===== src/wdp_pkg.sv =====
// Constants for the watchdog, periodic timer and stop wake-up clock sequencer.
// Assumes a single AHB-Lite slave port on the gated oscillator clock domain.
//
// What this block does
// - Unserviced enabled watchdog timeout causes system reset.
// - Three-bit field selects seven watchdog periods.
// - Write 0x55 then 0xaa restarts watchdog.
// - Other service value resets device immediately.
// - Window mode: early service write resets device.
// - Watchdog runs in pseudo stop when enabled.
// - Both timers run from gated oscillator clock.
// - Periodic period end sets flag, restarts immediately.
// - Enabled periodic flag raises interrupt request.
// - Rate control write restarts periodic period.
// - Periodic timer runs in pseudo stop when enabled.
// - Full stop left only by interrupt or reset.
// - Reset in stop: defaults, checks, then reset.
// - Slow interrupt wake: check, then release clocks.
// - All wake-up checks fail: self-clock or monitor reset.
// - Fast wake resumes self-clock, oscillator off, no flag.
// - Clearing fast wake checks, switches, sets flag.
// - Leaving full stop clears PLL select.
// - Full stop and fast self-clock disable monitor, oscillator.
// - Clock check enables PLL and regulator.
// - Quality checking continues during fallback handling.
// - Clock monitor reset forces self-clock enable.
package wdp_pkg;
	// Register byte offsets.
	localparam logic [7:0] WDP_OFS_WDT_CTRL = 8'h00;
	localparam logic [7:0] WDP_OFS_WDT_SERVICE = 8'h04;
	localparam logic [7:0] WDP_OFS_PIT_RATE = 8'h08;
	localparam logic [7:0] WDP_OFS_PIT_IRQ = 8'h0c;
	localparam logic [7:0] WDP_OFS_CLK_CTRL = 8'h10;
	localparam logic [7:0] WDP_OFS_STATUS = 8'h14;
	// Field positions.
	localparam int WDP_WCTL_RATE_LSB = 0;
	localparam int WDP_WCTL_PSTOP_BIT = 6;
	localparam int WDP_WCTL_WINDOW_BIT = 7;
	localparam int WDP_IRQ_EN_BIT = 0;
	localparam int WDP_IRQ_FLAG_BIT = 8;
	localparam int WDP_CLK_FWE_BIT = 0;
	localparam int WDP_CLK_SELF_CLOCK_MODE_ENABLE_BIT = 1;
	localparam int WDP_CLK_PLL_CLOCK_SELECT_BIT = 2;
	localparam int WDP_CLK_PSTOPSEL_BIT = 3;
	localparam int WDP_CLK_PITPSTOP_BIT = 4;
	localparam int WDP_STAT_SCF_BIT = 0;
	localparam int WDP_STAT_STATE_LSB = 8;
	// Service codes.
	localparam logic [7:0] WDP_SVC_FIRST = 8'h55;
	localparam logic [7:0] WDP_SVC_SECOND = 8'haa;
	// Reset values.
	localparam logic [2:0] WDP_WDT_RATE_RST = 3'h0;
	localparam logic [3:0] WDP_PIT_RATE_RST = 4'h0;
	localparam logic WDP_SELF_CLOCK_MODE_ENABLE_RST = 1'b1;
	// Most clock check windows before the timeout is declared.
	localparam logic [5:0] WDP_CHECK_WINDOWS = 6'h32;
	// Counter width of both timers; wide enough for the longest periodic rate
	// at the default base, so no limit wraps to zero.
	localparam int WDP_CNT_W = 26;
	// Sequencer states, one-hot.
	typedef enum logic [6:0] {
		WDP_ST_RUN = 7'h01,
		WDP_ST_PSTOP = 7'h02,
		WDP_ST_FSTOP = 7'h04,
		WDP_ST_CHK_RST = 7'h08,
		WDP_ST_CHK_WAKE = 7'h10,
		WDP_ST_SCM = 7'h20,
		WDP_ST_SCM_FAST = 7'h40
	} wdp_state_t;
endpackage


===== src/wdp_top.sv =====
// Watchdog, periodic interrupt timer and stop wake-up clock sequencer.
// Assumes hclk is the gated oscillator clock and the quality checker, PLL and
// regulator sit outside, reached only through the check ports below.
`timescale 1ns/1ps
`default_nettype none
module wdp_top #(
	parameter int WDT_BASE_LOG2 = 14,
	parameter int PIT_BASE_LOG2 = 10
) (
	// Clock and reset.
	input wire logic hclk,
	input wire logic hresetn,
	// AHB-Lite slave.
	input wire logic hsel,
	input wire logic [31:0] haddr,
	input wire logic [1:0] htrans,
	input wire logic hwrite,
	input wire logic [2:0] hsize,
	input wire logic [31:0] hwdata,
	input wire logic hready,
	output logic hreadyout,
	output logic hresp,
	output logic [31:0] hrdata,
	// Core mode requests and wake source.
	input wire logic stop_req,
	input wire logic wake_irq_pin,
	// Clock quality checker.
	input wire logic qc_window_done,
	input wire logic qc_pass,
	output logic qc_active,
	output logic pll_voltage_regulator_unit_enable,
	// Clock controls.
	output logic osc_enable,
	output logic clk_monitor_enable,
	output logic self_clock_active,
	output logic sys_clk_release,
	output logic pll_clock_select,
	// Resets and interrupt.
	output logic core_reset_hold,
	output logic watchdog_reset,
	output logic clock_monitor_reset,
	output logic periodic_irq
);
	wdp_pkg::wdp_state_t state_r;
	wdp_pkg::wdp_state_t state_nxt;
	logic addr_wr_r;
	logic [7:0] addr_r;
	logic bus_wr;
	logic [2:0] wdt_rate_r;
	logic wdt_window_r;
	logic wdt_pstop_run_r;
	logic [3:0] pit_rate_r;
	logic pit_irq_en_r;
	logic pit_flag_r;
	logic fast_wakeup_enable_r;
	logic self_clock_mode_enable_r;
	logic pll_clock_select_r;
	logic pseudo_stop_select_r;
	logic pit_pstop_run_r;
	logic self_clock_flag_r;
	logic [wdp_pkg::WDP_CNT_W-1:0] wdt_cnt_r;
	logic [wdp_pkg::WDP_CNT_W-1:0] wdt_limit;
	logic [wdp_pkg::WDP_CNT_W-1:0] pit_cnt_r;
	logic [wdp_pkg::WDP_CNT_W-1:0] pit_limit;
	logic wdt_armed_r;
	logic wdt_run;
	logic pit_run;
	logic svc_wr;
	logic svc_bad;
	logic svc_done;
	logic pit_end;
	logic [2:0] wake_sync_r;
	logic wake_lvl_r;
	logic [5:0] win_cnt_r;
	logic chk_fail;
	logic cm_event;
	logic enter_scm;
	logic leave_stop;

	// Bus writes land in the data phase after an accepted address phase.
	always_ff @(posedge hclk or negedge hresetn) begin
		if (!hresetn) begin
			addr_wr_r <= 1'b0;
			addr_r <= 8'h00;
		end else if (hready) begin
			addr_wr_r <= hsel && htrans[1] && hwrite;
			addr_r <= haddr[7:0];
		end
	end
	assign bus_wr = addr_wr_r;

	// Read data is fetched at the address phase so it stands in the data phase.
	always_ff @(posedge hclk or negedge hresetn) begin
		if (!hresetn) begin
			hrdata <= 32'h0000_0000;
			hreadyout <= 1'b0;
			hresp <= 1'b0;
		end else begin
			hreadyout <= 1'b1;
			hresp <= 1'b0;
			hrdata <= 32'h0000_0000;
			if (hready && hsel && htrans[1] && !hwrite && haddr[31:8] == 24'h00_0000) begin
				case (haddr[7:0])
					wdp_pkg::WDP_OFS_WDT_CTRL: begin
						hrdata <= {24'h00_0000, wdt_window_r, wdt_pstop_run_r, 3'h0, wdt_rate_r};
					end
					wdp_pkg::WDP_OFS_PIT_RATE: begin
						hrdata <= {28'h000_0000, pit_rate_r};
					end
					wdp_pkg::WDP_OFS_PIT_IRQ: begin
						hrdata <= {23'h00_0000, pit_flag_r, 7'h00, pit_irq_en_r};
					end
					wdp_pkg::WDP_OFS_CLK_CTRL: begin
						hrdata <= {27'h000_0000, pit_pstop_run_r, pseudo_stop_select_r,
							pll_clock_select_r, self_clock_mode_enable_r, fast_wakeup_enable_r};
					end
					wdp_pkg::WDP_OFS_STATUS: begin
						hrdata <= {17'h0_0000, state_r, 7'h00, self_clock_flag_r};
					end
					default: begin
						hrdata <= 32'h0000_0000;
					end
				endcase
			end
		end
	end

	// Watchdog and periodic timer configuration; reset restores defaults at once.
	always_ff @(posedge hclk or negedge hresetn) begin
		if (!hresetn) begin
			wdt_rate_r <= wdp_pkg::WDP_WDT_RATE_RST;
			wdt_window_r <= 1'b0;
			wdt_pstop_run_r <= 1'b0;
			pit_rate_r <= wdp_pkg::WDP_PIT_RATE_RST;
			pit_irq_en_r <= 1'b0;
		end else if (bus_wr) begin
			case (addr_r)
				wdp_pkg::WDP_OFS_WDT_CTRL: begin
					wdt_rate_r <= hwdata[wdp_pkg::WDP_WCTL_RATE_LSB +: 3];
					wdt_window_r <= hwdata[wdp_pkg::WDP_WCTL_WINDOW_BIT];
					wdt_pstop_run_r <= hwdata[wdp_pkg::WDP_WCTL_PSTOP_BIT];
				end
				wdp_pkg::WDP_OFS_PIT_RATE: begin
					pit_rate_r <= hwdata[3:0];
				end
				wdp_pkg::WDP_OFS_PIT_IRQ: begin
					pit_irq_en_r <= hwdata[wdp_pkg::WDP_IRQ_EN_BIT];
				end
				default: begin
				end
			endcase
		end
	end

	// Clock control bits; hardware events override software writes.
	always_ff @(posedge hclk or negedge hresetn) begin
		if (!hresetn) begin
			fast_wakeup_enable_r <= 1'b0;
			self_clock_mode_enable_r <= wdp_pkg::WDP_SELF_CLOCK_MODE_ENABLE_RST;
			pll_clock_select_r <= 1'b0;
			pseudo_stop_select_r <= 1'b0;
			pit_pstop_run_r <= 1'b0;
		end else begin
			if (bus_wr && addr_r == wdp_pkg::WDP_OFS_CLK_CTRL) begin
				fast_wakeup_enable_r <= hwdata[wdp_pkg::WDP_CLK_FWE_BIT];
				self_clock_mode_enable_r <= hwdata[wdp_pkg::WDP_CLK_SELF_CLOCK_MODE_ENABLE_BIT];
				pll_clock_select_r <= hwdata[wdp_pkg::WDP_CLK_PLL_CLOCK_SELECT_BIT];
				pseudo_stop_select_r <= hwdata[wdp_pkg::WDP_CLK_PSTOPSEL_BIT];
				pit_pstop_run_r <= hwdata[wdp_pkg::WDP_CLK_PITPSTOP_BIT];
			end
			if (cm_event) begin
				self_clock_mode_enable_r <= 1'b1;
			end
			if (leave_stop) begin
				pll_clock_select_r <= 1'b0;
			end
		end
	end

	// Each timer counts hclk, the gated oscillator clock, never the PLL clock.
	assign wdt_run = (wdt_rate_r != 3'h0) && (state_r == wdp_pkg::WDP_ST_RUN ||
		state_r == wdp_pkg::WDP_ST_SCM || (state_r == wdp_pkg::WDP_ST_PSTOP &&
		wdt_pstop_run_r));
	assign pit_run = (pit_rate_r != 4'h0) && (state_r == wdp_pkg::WDP_ST_RUN ||
		state_r == wdp_pkg::WDP_ST_SCM || (state_r == wdp_pkg::WDP_ST_PSTOP &&
		pit_pstop_run_r));
	assign wdt_limit = wdp_pkg::WDP_CNT_W'(1) << (WDT_BASE_LOG2 + 32'(wdt_rate_r));
	assign pit_limit = wdp_pkg::WDP_CNT_W'(1) << (PIT_BASE_LOG2 + 32'(pit_rate_r));

	// Service decode; a value other than the two codes, or an early write in
	// window mode, is a fault. Writes while the watchdog is off are ignored.
	assign svc_wr = bus_wr && addr_r == wdp_pkg::WDP_OFS_WDT_SERVICE && wdt_rate_r != 3'h0;
	assign svc_bad = svc_wr && ((hwdata[7:0] != wdp_pkg::WDP_SVC_FIRST &&
		hwdata[7:0] != wdp_pkg::WDP_SVC_SECOND) || (wdt_window_r &&
		wdt_cnt_r < wdt_limit - (wdt_limit >> 2)));
	assign svc_done = svc_wr && !svc_bad && wdt_armed_r &&
		hwdata[7:0] == wdp_pkg::WDP_SVC_SECOND;

	// The first code arms; only the second code as the very next service write completes.
	always_ff @(posedge hclk or negedge hresetn) begin
		if (!hresetn) begin
			wdt_armed_r <= 1'b0;
		end else if (svc_wr) begin
			wdt_armed_r <= !svc_bad && hwdata[7:0] == wdp_pkg::WDP_SVC_FIRST;
		end
	end

	// Watchdog counter and reset request, a one-cycle registered pulse.
	always_ff @(posedge hclk or negedge hresetn) begin
		if (!hresetn) begin
			wdt_cnt_r <= '0;
			watchdog_reset <= 1'b0;
		end else begin
			watchdog_reset <= svc_bad || (wdt_run && wdt_cnt_r == wdt_limit - 1'b1);
			if (svc_done || svc_bad || wdt_rate_r == 3'h0) begin
				wdt_cnt_r <= '0;
			end else if (wdt_run) begin
				if (wdt_cnt_r == wdt_limit - 1'b1) begin
					wdt_cnt_r <= '0;
				end else begin
					wdt_cnt_r <= wdt_cnt_r + 1'b1;
				end
			end
		end
	end

	// Periodic counter; the period end wraps with no idle cycle in between.
	assign pit_end = pit_run && pit_cnt_r == pit_limit - 1'b1;
	always_ff @(posedge hclk or negedge hresetn) begin
		if (!hresetn) begin
			pit_cnt_r <= '0;
		end else if (bus_wr && addr_r == wdp_pkg::WDP_OFS_PIT_RATE) begin
			pit_cnt_r <= '0;
		end else if (pit_end) begin
			pit_cnt_r <= '0;
		end else if (pit_run) begin
			pit_cnt_r <= pit_cnt_r + 1'b1;
		end
	end

	// Periodic flag is write-one-to-clear, and a new period end wins the race.
	always_ff @(posedge hclk or negedge hresetn) begin
		if (!hresetn) begin
			pit_flag_r <= 1'b0;
			periodic_irq <= 1'b0;
		end else begin
			if (pit_end) begin
				pit_flag_r <= 1'b1;
			end else if (bus_wr && addr_r == wdp_pkg::WDP_OFS_PIT_IRQ &&
				hwdata[wdp_pkg::WDP_IRQ_FLAG_BIT]) begin
				pit_flag_r <= 1'b0;
			end
			periodic_irq <= pit_irq_en_r && (pit_flag_r || pit_end);
		end
	end

	// The wake pin is asynchronous: three stages, level taken when two agree.
	always_ff @(posedge hclk or negedge hresetn) begin
		if (!hresetn) begin
			wake_sync_r <= 3'h0;
			wake_lvl_r <= 1'b0;
		end else begin
			wake_sync_r <= {wake_sync_r[1:0], wake_irq_pin};
			if (wake_sync_r[1] == wake_sync_r[2]) begin
				wake_lvl_r <= wake_sync_r[2];
			end
		end
	end

	// Check windows seen during the current clock quality check.
	assign chk_fail = qc_active && qc_window_done && !qc_pass &&
		win_cnt_r == wdp_pkg::WDP_CHECK_WINDOWS - 6'h01;
	always_ff @(posedge hclk or negedge hresetn) begin
		if (!hresetn) begin
			win_cnt_r <= 6'h00;
		end else if (!qc_active || qc_pass || chk_fail) begin
			win_cnt_r <= 6'h00;
		end else if (qc_window_done) begin
			win_cnt_r <= win_cnt_r + 6'h01;
		end
	end

	// Timeout with fallback off gives a monitor reset; checking carries on.
	assign cm_event = chk_fail && state_r == wdp_pkg::WDP_ST_CHK_WAKE &&
		!self_clock_mode_enable_r;
	assign enter_scm = chk_fail && state_r == wdp_pkg::WDP_ST_CHK_WAKE &&
		self_clock_mode_enable_r;
	assign leave_stop = state_r == wdp_pkg::WDP_ST_FSTOP && wake_lvl_r;

	// Stop entry and wake-up sequencing.
	always_comb begin
		state_nxt = state_r;
		case (state_r)
			wdp_pkg::WDP_ST_RUN: begin
				if (stop_req) begin
					state_nxt = pseudo_stop_select_r ? wdp_pkg::WDP_ST_PSTOP : wdp_pkg::WDP_ST_FSTOP;
				end
			end
			wdp_pkg::WDP_ST_PSTOP: begin
				if (wake_lvl_r) begin
					state_nxt = wdp_pkg::WDP_ST_RUN;
				end
			end
			wdp_pkg::WDP_ST_FSTOP: begin
				if (wake_lvl_r) begin
					if (fast_wakeup_enable_r && self_clock_mode_enable_r) begin
						state_nxt = wdp_pkg::WDP_ST_SCM_FAST;
					end else begin
						state_nxt = wdp_pkg::WDP_ST_CHK_WAKE;
					end
				end
			end
			wdp_pkg::WDP_ST_CHK_RST: begin
				if (qc_pass || chk_fail) begin
					state_nxt = wdp_pkg::WDP_ST_RUN;
				end
			end
			wdp_pkg::WDP_ST_CHK_WAKE: begin
				if (qc_pass) begin
					state_nxt = wdp_pkg::WDP_ST_RUN;
				end else if (enter_scm) begin
					state_nxt = wdp_pkg::WDP_ST_SCM;
				end
			end
			wdp_pkg::WDP_ST_SCM: begin
				if (qc_pass) begin
					state_nxt = wdp_pkg::WDP_ST_RUN;
				end
			end
			wdp_pkg::WDP_ST_SCM_FAST: begin
				if (!fast_wakeup_enable_r) begin
					state_nxt = wdp_pkg::WDP_ST_SCM;
				end
			end
			default: begin
				state_nxt = wdp_pkg::WDP_ST_CHK_RST;
			end
		endcase
	end

	// A reset always starts with a clock check before the core is let go.
	always_ff @(posedge hclk or negedge hresetn) begin
		if (!hresetn) begin
			state_r <= wdp_pkg::WDP_ST_CHK_RST;
		end else begin
			state_r <= state_nxt;
		end
	end

	// Self-clock flag: set on fallback entry or on the switch back after a
	// fast wake, never on the fast wake itself; write one clears, set wins.
	always_ff @(posedge hclk or negedge hresetn) begin
		if (!hresetn) begin
			self_clock_flag_r <= 1'b0;
		end else if (enter_scm || (state_r == wdp_pkg::WDP_ST_SCM &&
			qc_pass)) begin
			self_clock_flag_r <= 1'b1;
		end else if (bus_wr && addr_r == wdp_pkg::WDP_OFS_STATUS &&
			hwdata[wdp_pkg::WDP_STAT_SCF_BIT]) begin
			self_clock_flag_r <= 1'b0;
		end
	end

	// Clock control outputs, all registered; the enables are decoded from the next state.
	always_ff @(posedge hclk or negedge hresetn) begin
		if (!hresetn) begin
			qc_active <= 1'b1;
			pll_voltage_regulator_unit_enable <= 1'b1;
			osc_enable <= 1'b1;
			clk_monitor_enable <= 1'b0;
			self_clock_active <= 1'b0;
			sys_clk_release <= 1'b0;
			core_reset_hold <= 1'b1;
			clock_monitor_reset <= 1'b0;
			pll_clock_select <= 1'b0;
		end else begin
			qc_active <= state_nxt == wdp_pkg::WDP_ST_CHK_RST ||
				state_nxt == wdp_pkg::WDP_ST_CHK_WAKE || state_nxt == wdp_pkg::WDP_ST_SCM;
			pll_voltage_regulator_unit_enable <= state_nxt == wdp_pkg::WDP_ST_CHK_RST ||
				state_nxt == wdp_pkg::WDP_ST_CHK_WAKE || state_nxt == wdp_pkg::WDP_ST_SCM ||
				state_nxt == wdp_pkg::WDP_ST_SCM_FAST;
			osc_enable <= state_nxt != wdp_pkg::WDP_ST_FSTOP &&
				state_nxt != wdp_pkg::WDP_ST_SCM_FAST;
			clk_monitor_enable <= state_nxt == wdp_pkg::WDP_ST_RUN ||
				state_nxt == wdp_pkg::WDP_ST_PSTOP;
			self_clock_active <= state_nxt == wdp_pkg::WDP_ST_SCM ||
				state_nxt == wdp_pkg::WDP_ST_SCM_FAST;
			sys_clk_release <= state_nxt == wdp_pkg::WDP_ST_RUN ||
				state_nxt == wdp_pkg::WDP_ST_SCM || state_nxt == wdp_pkg::WDP_ST_SCM_FAST;
			if (state_r == wdp_pkg::WDP_ST_CHK_RST && state_nxt == wdp_pkg::WDP_ST_RUN) begin
				core_reset_hold <= 1'b0;
			end
			clock_monitor_reset <= cm_event;
			pll_clock_select <= leave_stop ? 1'b0 : pll_clock_select_r;
		end
	end
endmodule
`default_nettype wire


===== config.mk =====
export PLATFORM = sky130hd
export DESIGN_NAME = wdp_top
export DESIGN_NICKNAME = d
export VERILOG_FILES = /design/src/wdp_pkg.sv /design/src/wdp_top.sv
export SDC_FILE = /design/constraint.sdc
export NUM_CORES = 1
export LEC_CHECK = 0
export BUFFER_PORTS_ARGS = -buffer_cell sky130_fd_sc_hd__buf_2
export CORE_MARGIN = 3
export CORE_UTILIZATION = 55
export DETAILED_ROUTE_END_ITERATION = 12
export PLACE_DENSITY = 0.77
export SKIP_CTS_REPAIR_TIMING = 1
export SLEW_MARGIN = 20
export SYNTH_ARGS = -nofsm -noshare
export SYNTH_HDL_FRONTEND = slang
export SYNTH_SLANG_ARGS = --single-unit

===== constraint.sdc =====
create_clock -name hclk -period 10.45 [get_ports hclk]
set_clock_uncertainty 0.1 [all_clocks]
set_input_delay 1.045 -clock hclk [delete_from_list [all_inputs] [get_ports hclk]]
set_output_delay 1.045 -clock hclk [all_outputs]
set_load 0.05 [all_outputs]

==> metrics.md, run 1 <==
| Metric | Value |
|---|---|
| Total power draw | 1.549 mW |
| Placed Instances | 1341 |
| Fraction of power consumed by the clock network | a little under two fifths |
| Area overhead of the layout relative to synthesis | 10.67% |
| Dpl hpwl | 17.23 mm |
| TritonCTS Sinks | approximately 120 |
| Ordered cell list for the critical path | inv_1 > ha_1 > nor2b_1 > nand2_1 > ha_1 > a21boi_0 > o21a_1 > o21ai_0 > a21bo_2 > a21oi_1 > o21ai_0 > nand2b_1 > ha_1 > nand4_1 > nor4_1 > o21ai_0 > a41oi_1 > nor3b_1 > a32oi_1 > o211ai_1 > buf_4 > a311oi_1 |
| Most frequent cell after synthesis | sky130_fd_sc_hd__dfrtp_1 |
| Router iterations before antenna repair | 6 |
| Clock Tree Root | sky130_fd_sc_hd__clkbuf_16 |
| Total of fill cells in the finished design | between 1000 and 1500 |
| Register clock-pin slew on the reported worst setup and hold paths | 60 ps |
| Starting density of the core | 57.05% |
| Type of element capturing the critical path | flop |
| Final worst path period need | approximately 6500 ps |
| Top_reg_cell synth | sky130_fd_sc_hd__dfrtp_1 |
| Remaining global-route overflow | 0 |
| Crit path from | wdt_rate_r[1] |
| DRC viols | 0 |
| Antenna violations before repair | 1 |
| GRT Util Overall | a little over a quarter |
| Max rail drop VDD | 0.1333 mV |
| Top achievable clock speed | 154.7 MHz |
| Routed via count | about 8500 |
| Num rows | 46 |
| Critical path class | flop to flop |
| Share of total power in sequential cells | 36.6% |
| Final setup TNS | 0 ps |
| Most area-hungry cell type in the Yosys netlist | sky130_fd_sc_hd__dfrtp_1 |
| Worst reg2reg path startpoint | wdt_rate_r[1] |
| Detailed-route wire length per cell | about 18 um |
| Hold/Removal Path Class | flop to flop |
| Post-synth design cell area | approximately 9200 um2 |
| Yosys warning count | 0 |
| Headroom to the max-slew limit | 39.97% |
| Skew-Pair Late Insertion Delay | 430 ps |
| Proportion of synthesized chip area in sequential cells | roughly 33% |
| Final max-slew violation count | 0 |
| Design area | 10170 um2 |
| Startpoint of the most critical hold path | wake_sync_r[0] |
| Critical-path top delay cell | sky130_fd_sc_hd__dfrtp_1 |
| Max-capacitance violation count | 0 |
| Clock Tree Buf Depth | 2 |
| Final nets | 1268 |
| Required time of the worst setup path | 10680 ps |
| Share of Yosys cell area claimed by the top area cell type | between 30% and 40% |
| Wire length of the first global-routing pass | 39.49 mm |
| Routed vias/inst | roughly 6.2 |
| Switching power share of the total | 35.61% |
| Antenna Nets Post-Route | 0 |
| DRT Wirelength | 24.13 mm |
| Number of DRC markers after the initial detailed-route iteration | around 830 |
| Die Area | 18300 um2 |
| Share of async-settable or async-resettable flops after synthesis | 100.0% |
| H-tree depth reported by CTS | 4 |
| Area of the core region | approximately 16000 um2 |
| Non-filler cells, final | 1373 |
| Gate count after technology mapping | between 1000 and 1500 |
| Number of flops mapped to enable cells by yosys | 0 |
| Yosys cell types | 84 |
| Maximum fanout along the worst path | 26 |
| Port Buffer Count | 76 |
| Slew @ Worst Pin | 900.5 ps |
| Leakage power summed over all cells | 4.501 nW |
| Number of synthesized register bits | 122 |
| Final worst-path cycle share | 61.84% |
| Number of clock buffers inserted by TritonCTS | 17 |
| Post-Syn Area per Cell | around 8.4 um2 |
| Top post-synthesis cells by count | sky130_fd_sc_hd__dfrtp_1 (116), sky130_fd_sc_hd__nor2_1 (108), sky130_fd_sc_hd__nand2_1 (93), sky130_fd_sc_hd__o21ai_0 (64), sky130_fd_sc_hd__nand3_1 (62) |
| Result of the run | finished, final reports clean |
| Crit path launch type | flop |
| Top cells by area in the synthesized netlist | sky130_fd_sc_hd__dfrtp_1 (32%), sky130_fd_sc_hd__ha_1 (6.3%), sky130_fd_sc_hd__nor2_1 (4.4%) |
| TritonCTS clock tree | yes |
| Routability congestion estimate | 0.9182 |
| Die W | 135.3 um |
| Total count of hold-check failures in the final report | 0 |
| Largest net degree at the start of global routing | 73 |
| Pwr per Cell Area | 152.2 nW/um2 |
| Diode count | 0 |
| CP peak stage delay | 740 ps |
| Instance area after placement | between 9000 and 10000 um2 |
| Chip height | 135.3 um |
| Fraction of final layout cells with drive strength greater than 1 | 13.31% |
| IO Count | 123 |
| Internal power | 0.9971 mW |
| Setup repair after global routing missed its margin | no |
| Number of global-route vias before repair | slightly below 8000 |
| Relative contribution of combinational cells to total power | 25.5% |
| Switching Power | 0.5514 mW |
| Number of failing setup endpoints in the final timing report | 0 |
| Signal arrival time at the worst endpoint | 6700 ps |
| Worst hold slack | around 250 ps |
[per-stage QoR]
step | worst slack [ps] | utilization (%)
after floorplan | 5428 | -
after global placement | 4219 | 59.51
after detailed placement | 4119 | 59.51
after CTS | 4065 | 63.14
after global routing | 3481 | 63.14
final | 3988 | 63.14
[critical path: cells and delay by family (launching register included)]
family          cells  cell delay [ps]
buf+inv             2              450
fa+ha+maj           3             1400
simple gates        6             1370
compound gates     11             2280
flops               1              740
[layout make-up]
| type | instances | area [um2] | share of cell area, % |
|---|---|---|---|
| multi-input cells | 881 | 5663 | 55.66 |
| flip-flops and latches | 122 | 3060 | 30.08 |
| repair buffers | 87 | 465.4 | 4.574 |
| clock buffers | 18 | 439.2 | 4.316 |
| well taps | 216 | 270.3 | 2.656 |
| clock inverters | 14 | 145.1 | 1.426 |
| inverters | 35 | 131.4 | 1.291 |
[flip-flops by register name, summed over array words and instances (netlist names), 3 cells and up]
| signal | flops |
|---|---|
| win_cnt_r | 6 |
| wdt_cnt_r | 26 |
| pit_cnt_r | 26 |
| wdt_rate_r | 3 |
| addr_r | 8 |
| hrdata | 14 |
| pit_rate_r | 4 |
| state_r | 7 |
| wake_sync_r | 3 |
[power by group through the flow]
stage / Sequential (mW) / Clock (mW) / Combinational [mW]
after global placement: 0.570 / 0 / 0.378
final: 0.566 / 0.588 / 0.395
after floorplan: 0.588 / 0 / 0.272
after CTS: 0.565 / 0.593 / 0.390
after detailed placement: 0.573 / 0 / 0.385
after global routing: 0.573 / 0.615 / 0.430
[cell usage in the layout, fill, tap and decap left out, types with 10 or more instances in the layout]
cell                        count
sky130_fd_sc_hd__dfrtp_1      116
sky130_fd_sc_hd__nor2_1       108
sky130_fd_sc_hd__nand2_1       93
sky130_fd_sc_hd__buf_2         75
sky130_fd_sc_hd__o21ai_0       64
sky130_fd_sc_hd__nand3_1       62
sky130_fd_sc_hd__ha_1          46
sky130_fd_sc_hd__xnor2_1       41
sky130_fd_sc_hd__nor3_1        36
sky130_fd_sc_hd__inv_1         35
sky130_fd_sc_hd__conb_1        28
sky130_fd_sc_hd__or3_1         27
sky130_fd_sc_hd__xor2_1        26
sky130_fd_sc_hd__a21oi_1       24
sky130_fd_sc_hd__nand4_1       23
sky130_fd_sc_hd__nor2b_1       21
sky130_fd_sc_hd__nand2b_1      17
sky130_fd_sc_hd__clkbuf_16     17
sky130_fd_sc_hd__and2_1        16
sky130_fd_sc_hd__a2111oi_0     16
sky130_fd_sc_hd__and3_1        16
sky130_fd_sc_hd__o21a_1        15
sky130_fd_sc_hd__mux2_2        14
sky130_fd_sc_hd__a21o_1        12
sky130_fd_sc_hd__nor3b_1       12
sky130_fd_sc_hd__buf_4         12
sky130_fd_sc_hd__nor4_1        10
[path summary, 6_finish.rpt]
check                            endpoint  slack [ps]  depth (start not counted)
setup / recovery            wdt_cnt_r[12]        3990                         22
hold / removal             wake_sync_r[1]         250                          0
setup reg to reg            wdt_cnt_r[12]        3990                         22
hold reg to reg            wake_sync_r[1]         250                          0
max in group asynchronous   pit_cnt_r[13]        8390                          2
min in group asynchronous   wdt_cnt_r[22]         640                          1
[logic make-up (layout without fill, tap and decap cells)]
family,Yosys count,after routing,share of synthesized area (%)
multiplexers,23,23,2.695
XOR/XNOR,67,67,6.383
AND/OR/NAND/NOR,480,480,27.01
flip-flops,122,122,33.29
other,2,28,0.08169
buffers and inverters,115,154,6.179
adder cells (fa/ha/maj),47,47,6.369
AO/OA/AOI/OAI,236,236,17.99
[layer usage]
metal  wire length [um]  track usage [%]  vias up  part of all wire, %
met5                  7                0        -                0.029
met3               1805            4.383       52                  7.5
met4                463            9.071        2                  1.9
li1                   -                -     4031                    -
met1              10430            36.95     4040                   43
met2              11420            43.28      398                   47
No activity file was read; power rests on OpenSTA's default activity.
==> run 2: changes to the inputs <==
Settings changed: CORE_UTILIZATION 55 to 54, PLACE_DENSITY 0.77 to 0.78.
Clock period 10.45 ns to 5.92 ns, I/O delays scaled along.
==> run 2 against run 1 <==
  * Hold slack got worse by 83 ps
  * Die area grew 1.8%
  * Non-clock buffer count up 5
  * Sequential power grew 76%
  * Cell area grew 0.68%
  * Critical path type unchanged
  * Largest power group unchanged
==> metrics.md, run 2 (synthesized netlist as in run 1, its figures left out) <==
| Metric | Value |
|---|---|
| Result of the run | finished, final reports clean |
| Dpl hpwl | 17.66 mm |
| Detailed-route wire length per cell | 17.71 um |
| Final core utilization | 61.55% |
| Internal power | 1.794 mW |
| Final setup TNS | 0 ps |
| Switching Power | approximately 0.98 mW |
| Clock Tree Buf Depth | 2 |
| Antenna violations before repair | 0 |
| Final worst-path cycle share | 93.14% |
| Clock Tree Root | sky130_fd_sc_hd__clkbuf_16 |
| GRT Util Overall | 26.77% |
| Diode count | 0 |
| Hold/Removal Path Class | input port to flop |
| Signal arrival time at the worst endpoint | between 5000 and 6000 ps |
| Routed via count | 8614 |
| Registers with the most flip-flops | pit_cnt_r (26), wdt_cnt_r (26), hrdata (14) |
| Fraction of power consumed by the clock network | 38.8% |
| Worst reg2reg path startpoint | wdt_rate_r[2] |
| Leakage power summed over all cells | 4.534 nW |
| Max-capacitance violation count | 0 |
| Router iterations before antenna repair | 7 |
| Die W | ~140 um |
| Register clock-pin slew on the reported worst setup and hold paths | around 60 ps |
| Fraction of final layout cells with drive strength greater than 1 | about 14% |
| TritonCTS Sinks | 122 |
| Crit path launch type | flop |
| Final worst path period need | 5514 ps |
| Required time of the worst setup path | ~6200 ps |
| Flop-to-flop setup slack | 410 ps |
| Largest net degree at the start of global routing | 77 |
| Final nets | 1273 |
| Total power draw | 2.770 mW |
| Routability congestion estimate | 0.9569 |
| Number of global-route vias before repair | 8036 |
| Total of fill cells in the finished design | 1402 |
| H-tree depth reported by CTS | 4 |
| Leading cell type in the layout, fill and taps excluded | sky130_fd_sc_hd__dfrtp_1 |
| DRC viols | 0 |
| Capturing point of the worst reg2reg path | wdt_cnt_r[14] |
| Setup repair after global routing missed its margin | no |
| Slew @ Worst Pin | 1014 ps |
| Register area | 3062 um2 |
| Hold Path Cell Cnt | 1 |
| Antenna Nets Post-Route | 0 |
| Type of element capturing the critical path | flop |
| Hold Crit Endpoint | wake_sync_r[0] |
| Die Area | between 15000 and 20000 um2 |
| Number of clock buffers inserted by TritonCTS | 17 |
| Maximum fanout along the worst path | 17 |
| Area of the core region | 16640 um2 |
| Total count of hold-check failures in the final report | 0 |
| Num rows | 47 |
| Share of total power in sequential cells | approximately 36% |
| Number of failing setup endpoints in the final timing report | 0 |
| Number of DRC markers after the initial detailed-route iteration | 828 |
| Top achievable clock speed | 181.4 MHz |
| Port Buffer Count | 76 |
| Remaining global-route overflow | 0 |
| Headroom to the max-slew limit | 32.42% |
| Starting density of the core | 55.24% |
| IO Count | 123 |
| Skew-Pair Late Insertion Delay | around 430 ps |
| Wire length of the first global-routing pass | 40.06 mm |
| Leading cell types in the layout, fill and taps excluded | sky130_fd_sc_hd__dfrtp_1 (115), sky130_fd_sc_hd__nor2_1 (107), sky130_fd_sc_hd__nand2_1 (93), sky130_fd_sc_hd__buf_2 (75), sky130_fd_sc_hd__o21ai_0 (64) |
| Chip height | 136.5 um |
| Worst Reg2Reg Path Length in Cells | 22 |
| Max rail drop VDD | 0.1946 mV |
| Pwr per Cell Area | 270.4 nW/um2 |
| Startpoint of the most critical hold path | wake_irq_pin |
| Relative contribution of combinational cells to total power | 25.2% |
| Final max-slew violation count | 0 |
| DRT Wirelength | around 24 mm |
| Routed vias/inst | 6.233 |
| Area overhead of the layout relative to synthesis | 11.42% |
| Critical path class | flop to flop |
| Switching power share of the total | around a third |
| TritonCTS clock tree | yes |
| Multi-input gate area | 5668 um2 |
## run 2: changes by cell type in the layout (fill, tap and decap cells not counted), sizes merged
cell / change
buf: +5
bufinv: +1
clkbuf: -1
clkinv: +1
inv: -1
## run 2: worst max path at each step
| stage | start | endpoint | slack, ps | cells past startpoint |
|---|---|---|---|---|
| after floorplan | wdt_rate_r[2] | wdt_cnt_r[16] | 900 | 26 |
| after global placement | wdt_rate_r[2] | wdt_cnt_r[23] | 460 | 22 |
| after detailed placement | wdt_rate_r[2] | wdt_cnt_r[14] | 310 | 22 |
| after CTS | wdt_rate_r[2] | wdt_cnt_r[14] | 270 | 22 |
| after global routing | wdt_rate_r[2] | wdt_cnt_r[10] | 60 | 22 |
| final | wdt_rate_r[2] | wdt_cnt_r[14] | 410 | 22 |
## run 2: power by group through the flow
stage | Sequential (mW) | Clock (mW) | Combinational (mW)
finish | 0.998 | 1.07 | 0.699
global route | 1.01 | 1.13 | 0.769
CTS | 0.995 | 1.08 | 0.692
detailed placement | 1.01 | 0 | 0.682
global placement | 1.00 | 0 | 0.670
floorplan | 1.04 | 0 | 0.480
## run 2: cell type report
type	count	area share, %
clock buffer	17	4.153
tap	220	2.687
clock inverter	15	1.747
inverter	35	1.283
timing repair buffer	92	4.910
sequential	122	29.89
multi-input combinational	881	55.33
## run 2: worst max-delay path: stages, from the launching register on
cell                       delay (ps)
sky130_fd_sc_hd__dfrtp_2          450
sky130_fd_sc_hd__inv_1            120
sky130_fd_sc_hd__ha_2             460
sky130_fd_sc_hd__nand3_1          270
sky130_fd_sc_hd__nor2_2           240
sky130_fd_sc_hd__ha_1             300
sky130_fd_sc_hd__a31oi_1          170
sky130_fd_sc_hd__nor2_1            80
sky130_fd_sc_hd__o31ai_1          320
sky130_fd_sc_hd__a21oi_1          220
sky130_fd_sc_hd__a311oi_1         320
sky130_fd_sc_hd__a41oi_1           70
sky130_fd_sc_hd__o21ai_0          280
sky130_fd_sc_hd__ha_1             170
sky130_fd_sc_hd__nand4_1          120
sky130_fd_sc_hd__nor4_1           390
sky130_fd_sc_hd__o21ai_0          140
sky130_fd_sc_hd__a41oi_1          200
sky130_fd_sc_hd__nor3b_1          100
sky130_fd_sc_hd__a32oi_1          290
sky130_fd_sc_hd__o211ai_1         220
sky130_fd_sc_hd__buf_4            260
sky130_fd_sc_hd__nor2_1           140
## run 2: routing by layer
metal	global-route usage [%]	share of wire, %
met3	4.996	6.9
met2	41.29	46
met4	10.64	3.5
met5	0	0
met1	37.19	44
## run 2: stage by stage
| stage | hold slack [ps] | cell area [um2] | instances | worst slack, ps |
|---|---|---|---|---|
| after detailed placement | 263.7 | 9633 | 1350 | 308.6 |
| after global routing | 163.1 | 10240 | 1382 | 62.26 |
| after CTS | 161.8 | 10240 | 1382 | 265.9 |
| final | 166.0 | 10240 | 1382 | 406.3 |
| after global placement | 263.8 | 9633 | 1350 | 464.6 |
| after floorplan | 196.4 | 9291 | 1118 | 898.4 |
==> run 3: changes to the inputs <==
Settings changed: CORE_ASPECT_RATIO set to 1.25.
==> run 3 against run 2 <==
  * Die area is essentially flat
  * Largest cell class unchanged
  * Critical endpoint is now wdt_cnt_r[20]
  * Via count shrank 0.80%
  * Cell area barely moved
  * Largest power group unchanged
==> metrics.md, run 3 (synthesized netlist as in run 1, its figures left out) <==
| Metric | Value |
|---|---|
| Result of the run | finished, final reports clean |
| Number of global-route vias before repair | between 8000 and 9000 |
| Port Buffer Count | 76 |
| Setup repair after global routing missed its margin | no |
| Top achievable clock speed | 183.4 MHz |
| Worst reg2reg path startpoint | wdt_rate_r[1] |
| Crit path from | wdt_rate_r[1] |
| H-tree depth reported by CTS | 4 |
| Registers with the most flip-flops | pit_cnt_r (26), wdt_cnt_r (26), hrdata (14) |
| Number of DRC markers after the initial detailed-route iteration | around 850 |
| Capturing point of the worst reg2reg path | wdt_cnt_r[20] |
| Dpl hpwl | 17.98 mm |
| Number of failing setup endpoints in the final timing report | 0 |
| Detailed-route wire length per cell | 18.00 um |
| Routed metal-1 wire length | 9.744 mm |
| Total of fill cells in the finished design | about 1400 |
| Maximum fanout along the worst path | 12 |
| Required time of the worst setup path | 6140 ps |
| Leading cell types in the layout, fill and taps excluded | sky130_fd_sc_hd__dfrtp_1 (116), sky130_fd_sc_hd__nor2_1 (108), sky130_fd_sc_hd__nand2_1 (93), sky130_fd_sc_hd__buf_2 (75), sky130_fd_sc_hd__o21ai_0 (64) |
| Total power draw | 2.707 mW |
| Antenna Nets Post-Route | 0 |
| Largest net degree at the start of global routing | 73 |
| Register area | 3060 um2 |
| Worst setup path endpoint | wdt_cnt_r[20] |
| DRT Wirelength | around 25 mm |
| Headroom to the max-slew limit | 40.27% |
| Total count of hold-check failures in the final report | 0 |
| Clock Tree Root | sky130_fd_sc_hd__clkbuf_16 |
| Hold/Removal Path Class | input port to async pin |
| Clock Tree Buf Depth | 2 |
| Number of clock buffers inserted by TritonCTS | 17 |
| Pre-CTS setup slack | 420.1 ps |
| Flop-to-flop setup slack | between 400 and 500 ps |
| TritonCTS clock tree | yes |
| Router iterations before antenna repair | 5 |
| Leading cell type in the layout, fill and taps excluded | sky130_fd_sc_hd__dfrtp_1 |
| Routed vias/inst | 6.174 |
| Routability congestion estimate | 0.9588 |
| Met2 Routed Length | approximately 13 mm |
| Register clock-pin slew on the reported worst setup and hold paths | 60 ps |
| IO Count | about 120 |
| Remaining global-route overflow | 0 |
| Chip height | 151.9 um |
| Die W | approximately 120 um |
| Skew-Pair Late Insertion Delay | 430 ps |
| Signal arrival time at the worst endpoint | 5670 ps |
| DRC viols | 0 |
| Routed via count | around 8500 |
| Multi-input gate area | around 5700 um2 |
| Die Area | 18640 um2 |
| Worst hold slack | 88.29 ps |
| Fraction of final layout cells with drive strength greater than 1 | 14.14% |
| Final worst-path cycle share | 92.11% |
| Setup ws final | 467.2 ps |
| Antenna violations before repair | 2 |
| Slew @ Worst Pin | roughly 900 ps |
| Final worst path period need | 5453 ps |
| Final max-slew violation count | 0 |
| Num rows | 52 |
| GRT Util Overall | approximately 27% |
| Final setup TNS | 0 ps |
| Max-capacitance violation count | 0 |
| Leakage power summed over all cells | between 4 and 5 nW |
| Type of element capturing the critical path | flop |
| Max rail drop VDD | 0.2019 mV |
| Critical path class | flop to flop |
| Crit path launch type | flop |
| Area of the core region | 16460 um2 |
| Final nets | 1278 |
| Wire length of the first global-routing pass | 40.59 mm |
| Uppermost layer routed | met5 |
| Met3 layer wire length in the routed design | 1.319 mm |
| Area overhead of the layout relative to synthesis | 11.36% |
| Worst Reg2Reg Path Length in Cells | 22 |
| TritonCTS Sinks | 122 |
| Pwr per Cell Area | 264.4 nW/um2 |
| Starting density of the core | 55.85% |
run 3: how the worst min path moves through the flow:
stage	startpoint	end	slack, ps	cells past startpoint
after global placement	wake_sync_r[0]	wake_sync_r[1]	230	0
final	hresetn	hrdata[1]	90	1
after CTS	hresetn	hrdata[1]	110	1
after global routing	hresetn	hrdata[1]	140	1
after floorplan	hresetn	addr_r[0]	200	0
after detailed placement	wake_sync_r[0]	wake_sync_r[1]	240	0
run 3: cell type report:
| type | instances | share of cell area (%) |
|---|---|---|
| Multi-Input combinational cell | 881 | 55.33 |
| Sequential cell | 122 | 29.89 |
| Timing Repair Buffer | 97 | 5.279 |
| Clock buffer | 17 | 4.155 |
| Tap cell | 216 | 2.640 |
| Clock inverter | 15 | 1.393 |
| Inverter | 35 | 1.283 |
| Antenna cell | 1 | 0.02444 |
run 3: routing by layer:
layer  up-vias  global-route usage (%)
met4         2                   13.50
met3        69                   4.500
met5         -                       0
met1      4100                   33.13
met2       313                   45.37
li1       4061                       -
run 3: where the power goes:
| part | switching, mW | total [mW] | internal, mW |
|---|---|---|---|
| sequential | 0.0869 | 0.997 | 0.910 |
| clock | 0.455 | 1.01 | 0.559 |
| combinational | 0.448 | 0.696 | 0.248 |
| total | 0.990 | 2.71 | 1.72 |
run 3: through the flow:
stage                     std cells  utilization, %  instance area (um2)
after global placement         1351           58.72                 9666
after detailed placement       1351           58.72                 9666
after global routing           1384           62.20                10240
after CTS                      1383           62.17                10230
after floorplan                1118               -                 9291
final                          1384           62.20                10240
run 3: worst max-delay path, cell delays in order (launching register included):
cell	delay (ps)
sky130_fd_sc_hd__dfrtp_1	350
sky130_fd_sc_hd__inv_1	90
sky130_fd_sc_hd__ha_1	480
sky130_fd_sc_hd__nor2b_2	340
sky130_fd_sc_hd__nand2_1	120
sky130_fd_sc_hd__ha_1	330
sky130_fd_sc_hd__a21oi_1	240
sky130_fd_sc_hd__o21bai_1	100
sky130_fd_sc_hd__a21o_1	210
sky130_fd_sc_hd__a21boi_0	170
sky130_fd_sc_hd__nor2_1	90
sky130_fd_sc_hd__a311o_1	360
sky130_fd_sc_hd__nand3_1	90
sky130_fd_sc_hd__ha_1	230
sky130_fd_sc_hd__a21o_1	160
sky130_fd_sc_hd__a21o_1	170
sky130_fd_sc_hd__a211oi_1	230
sky130_fd_sc_hd__o21ai_0	120
sky130_fd_sc_hd__o211ai_1	200
sky130_fd_sc_hd__a32oi_1	180
sky130_fd_sc_hd__o211ai_1	580
sky130_fd_sc_hd__buf_4	300
sky130_fd_sc_hd__nor2_1	70
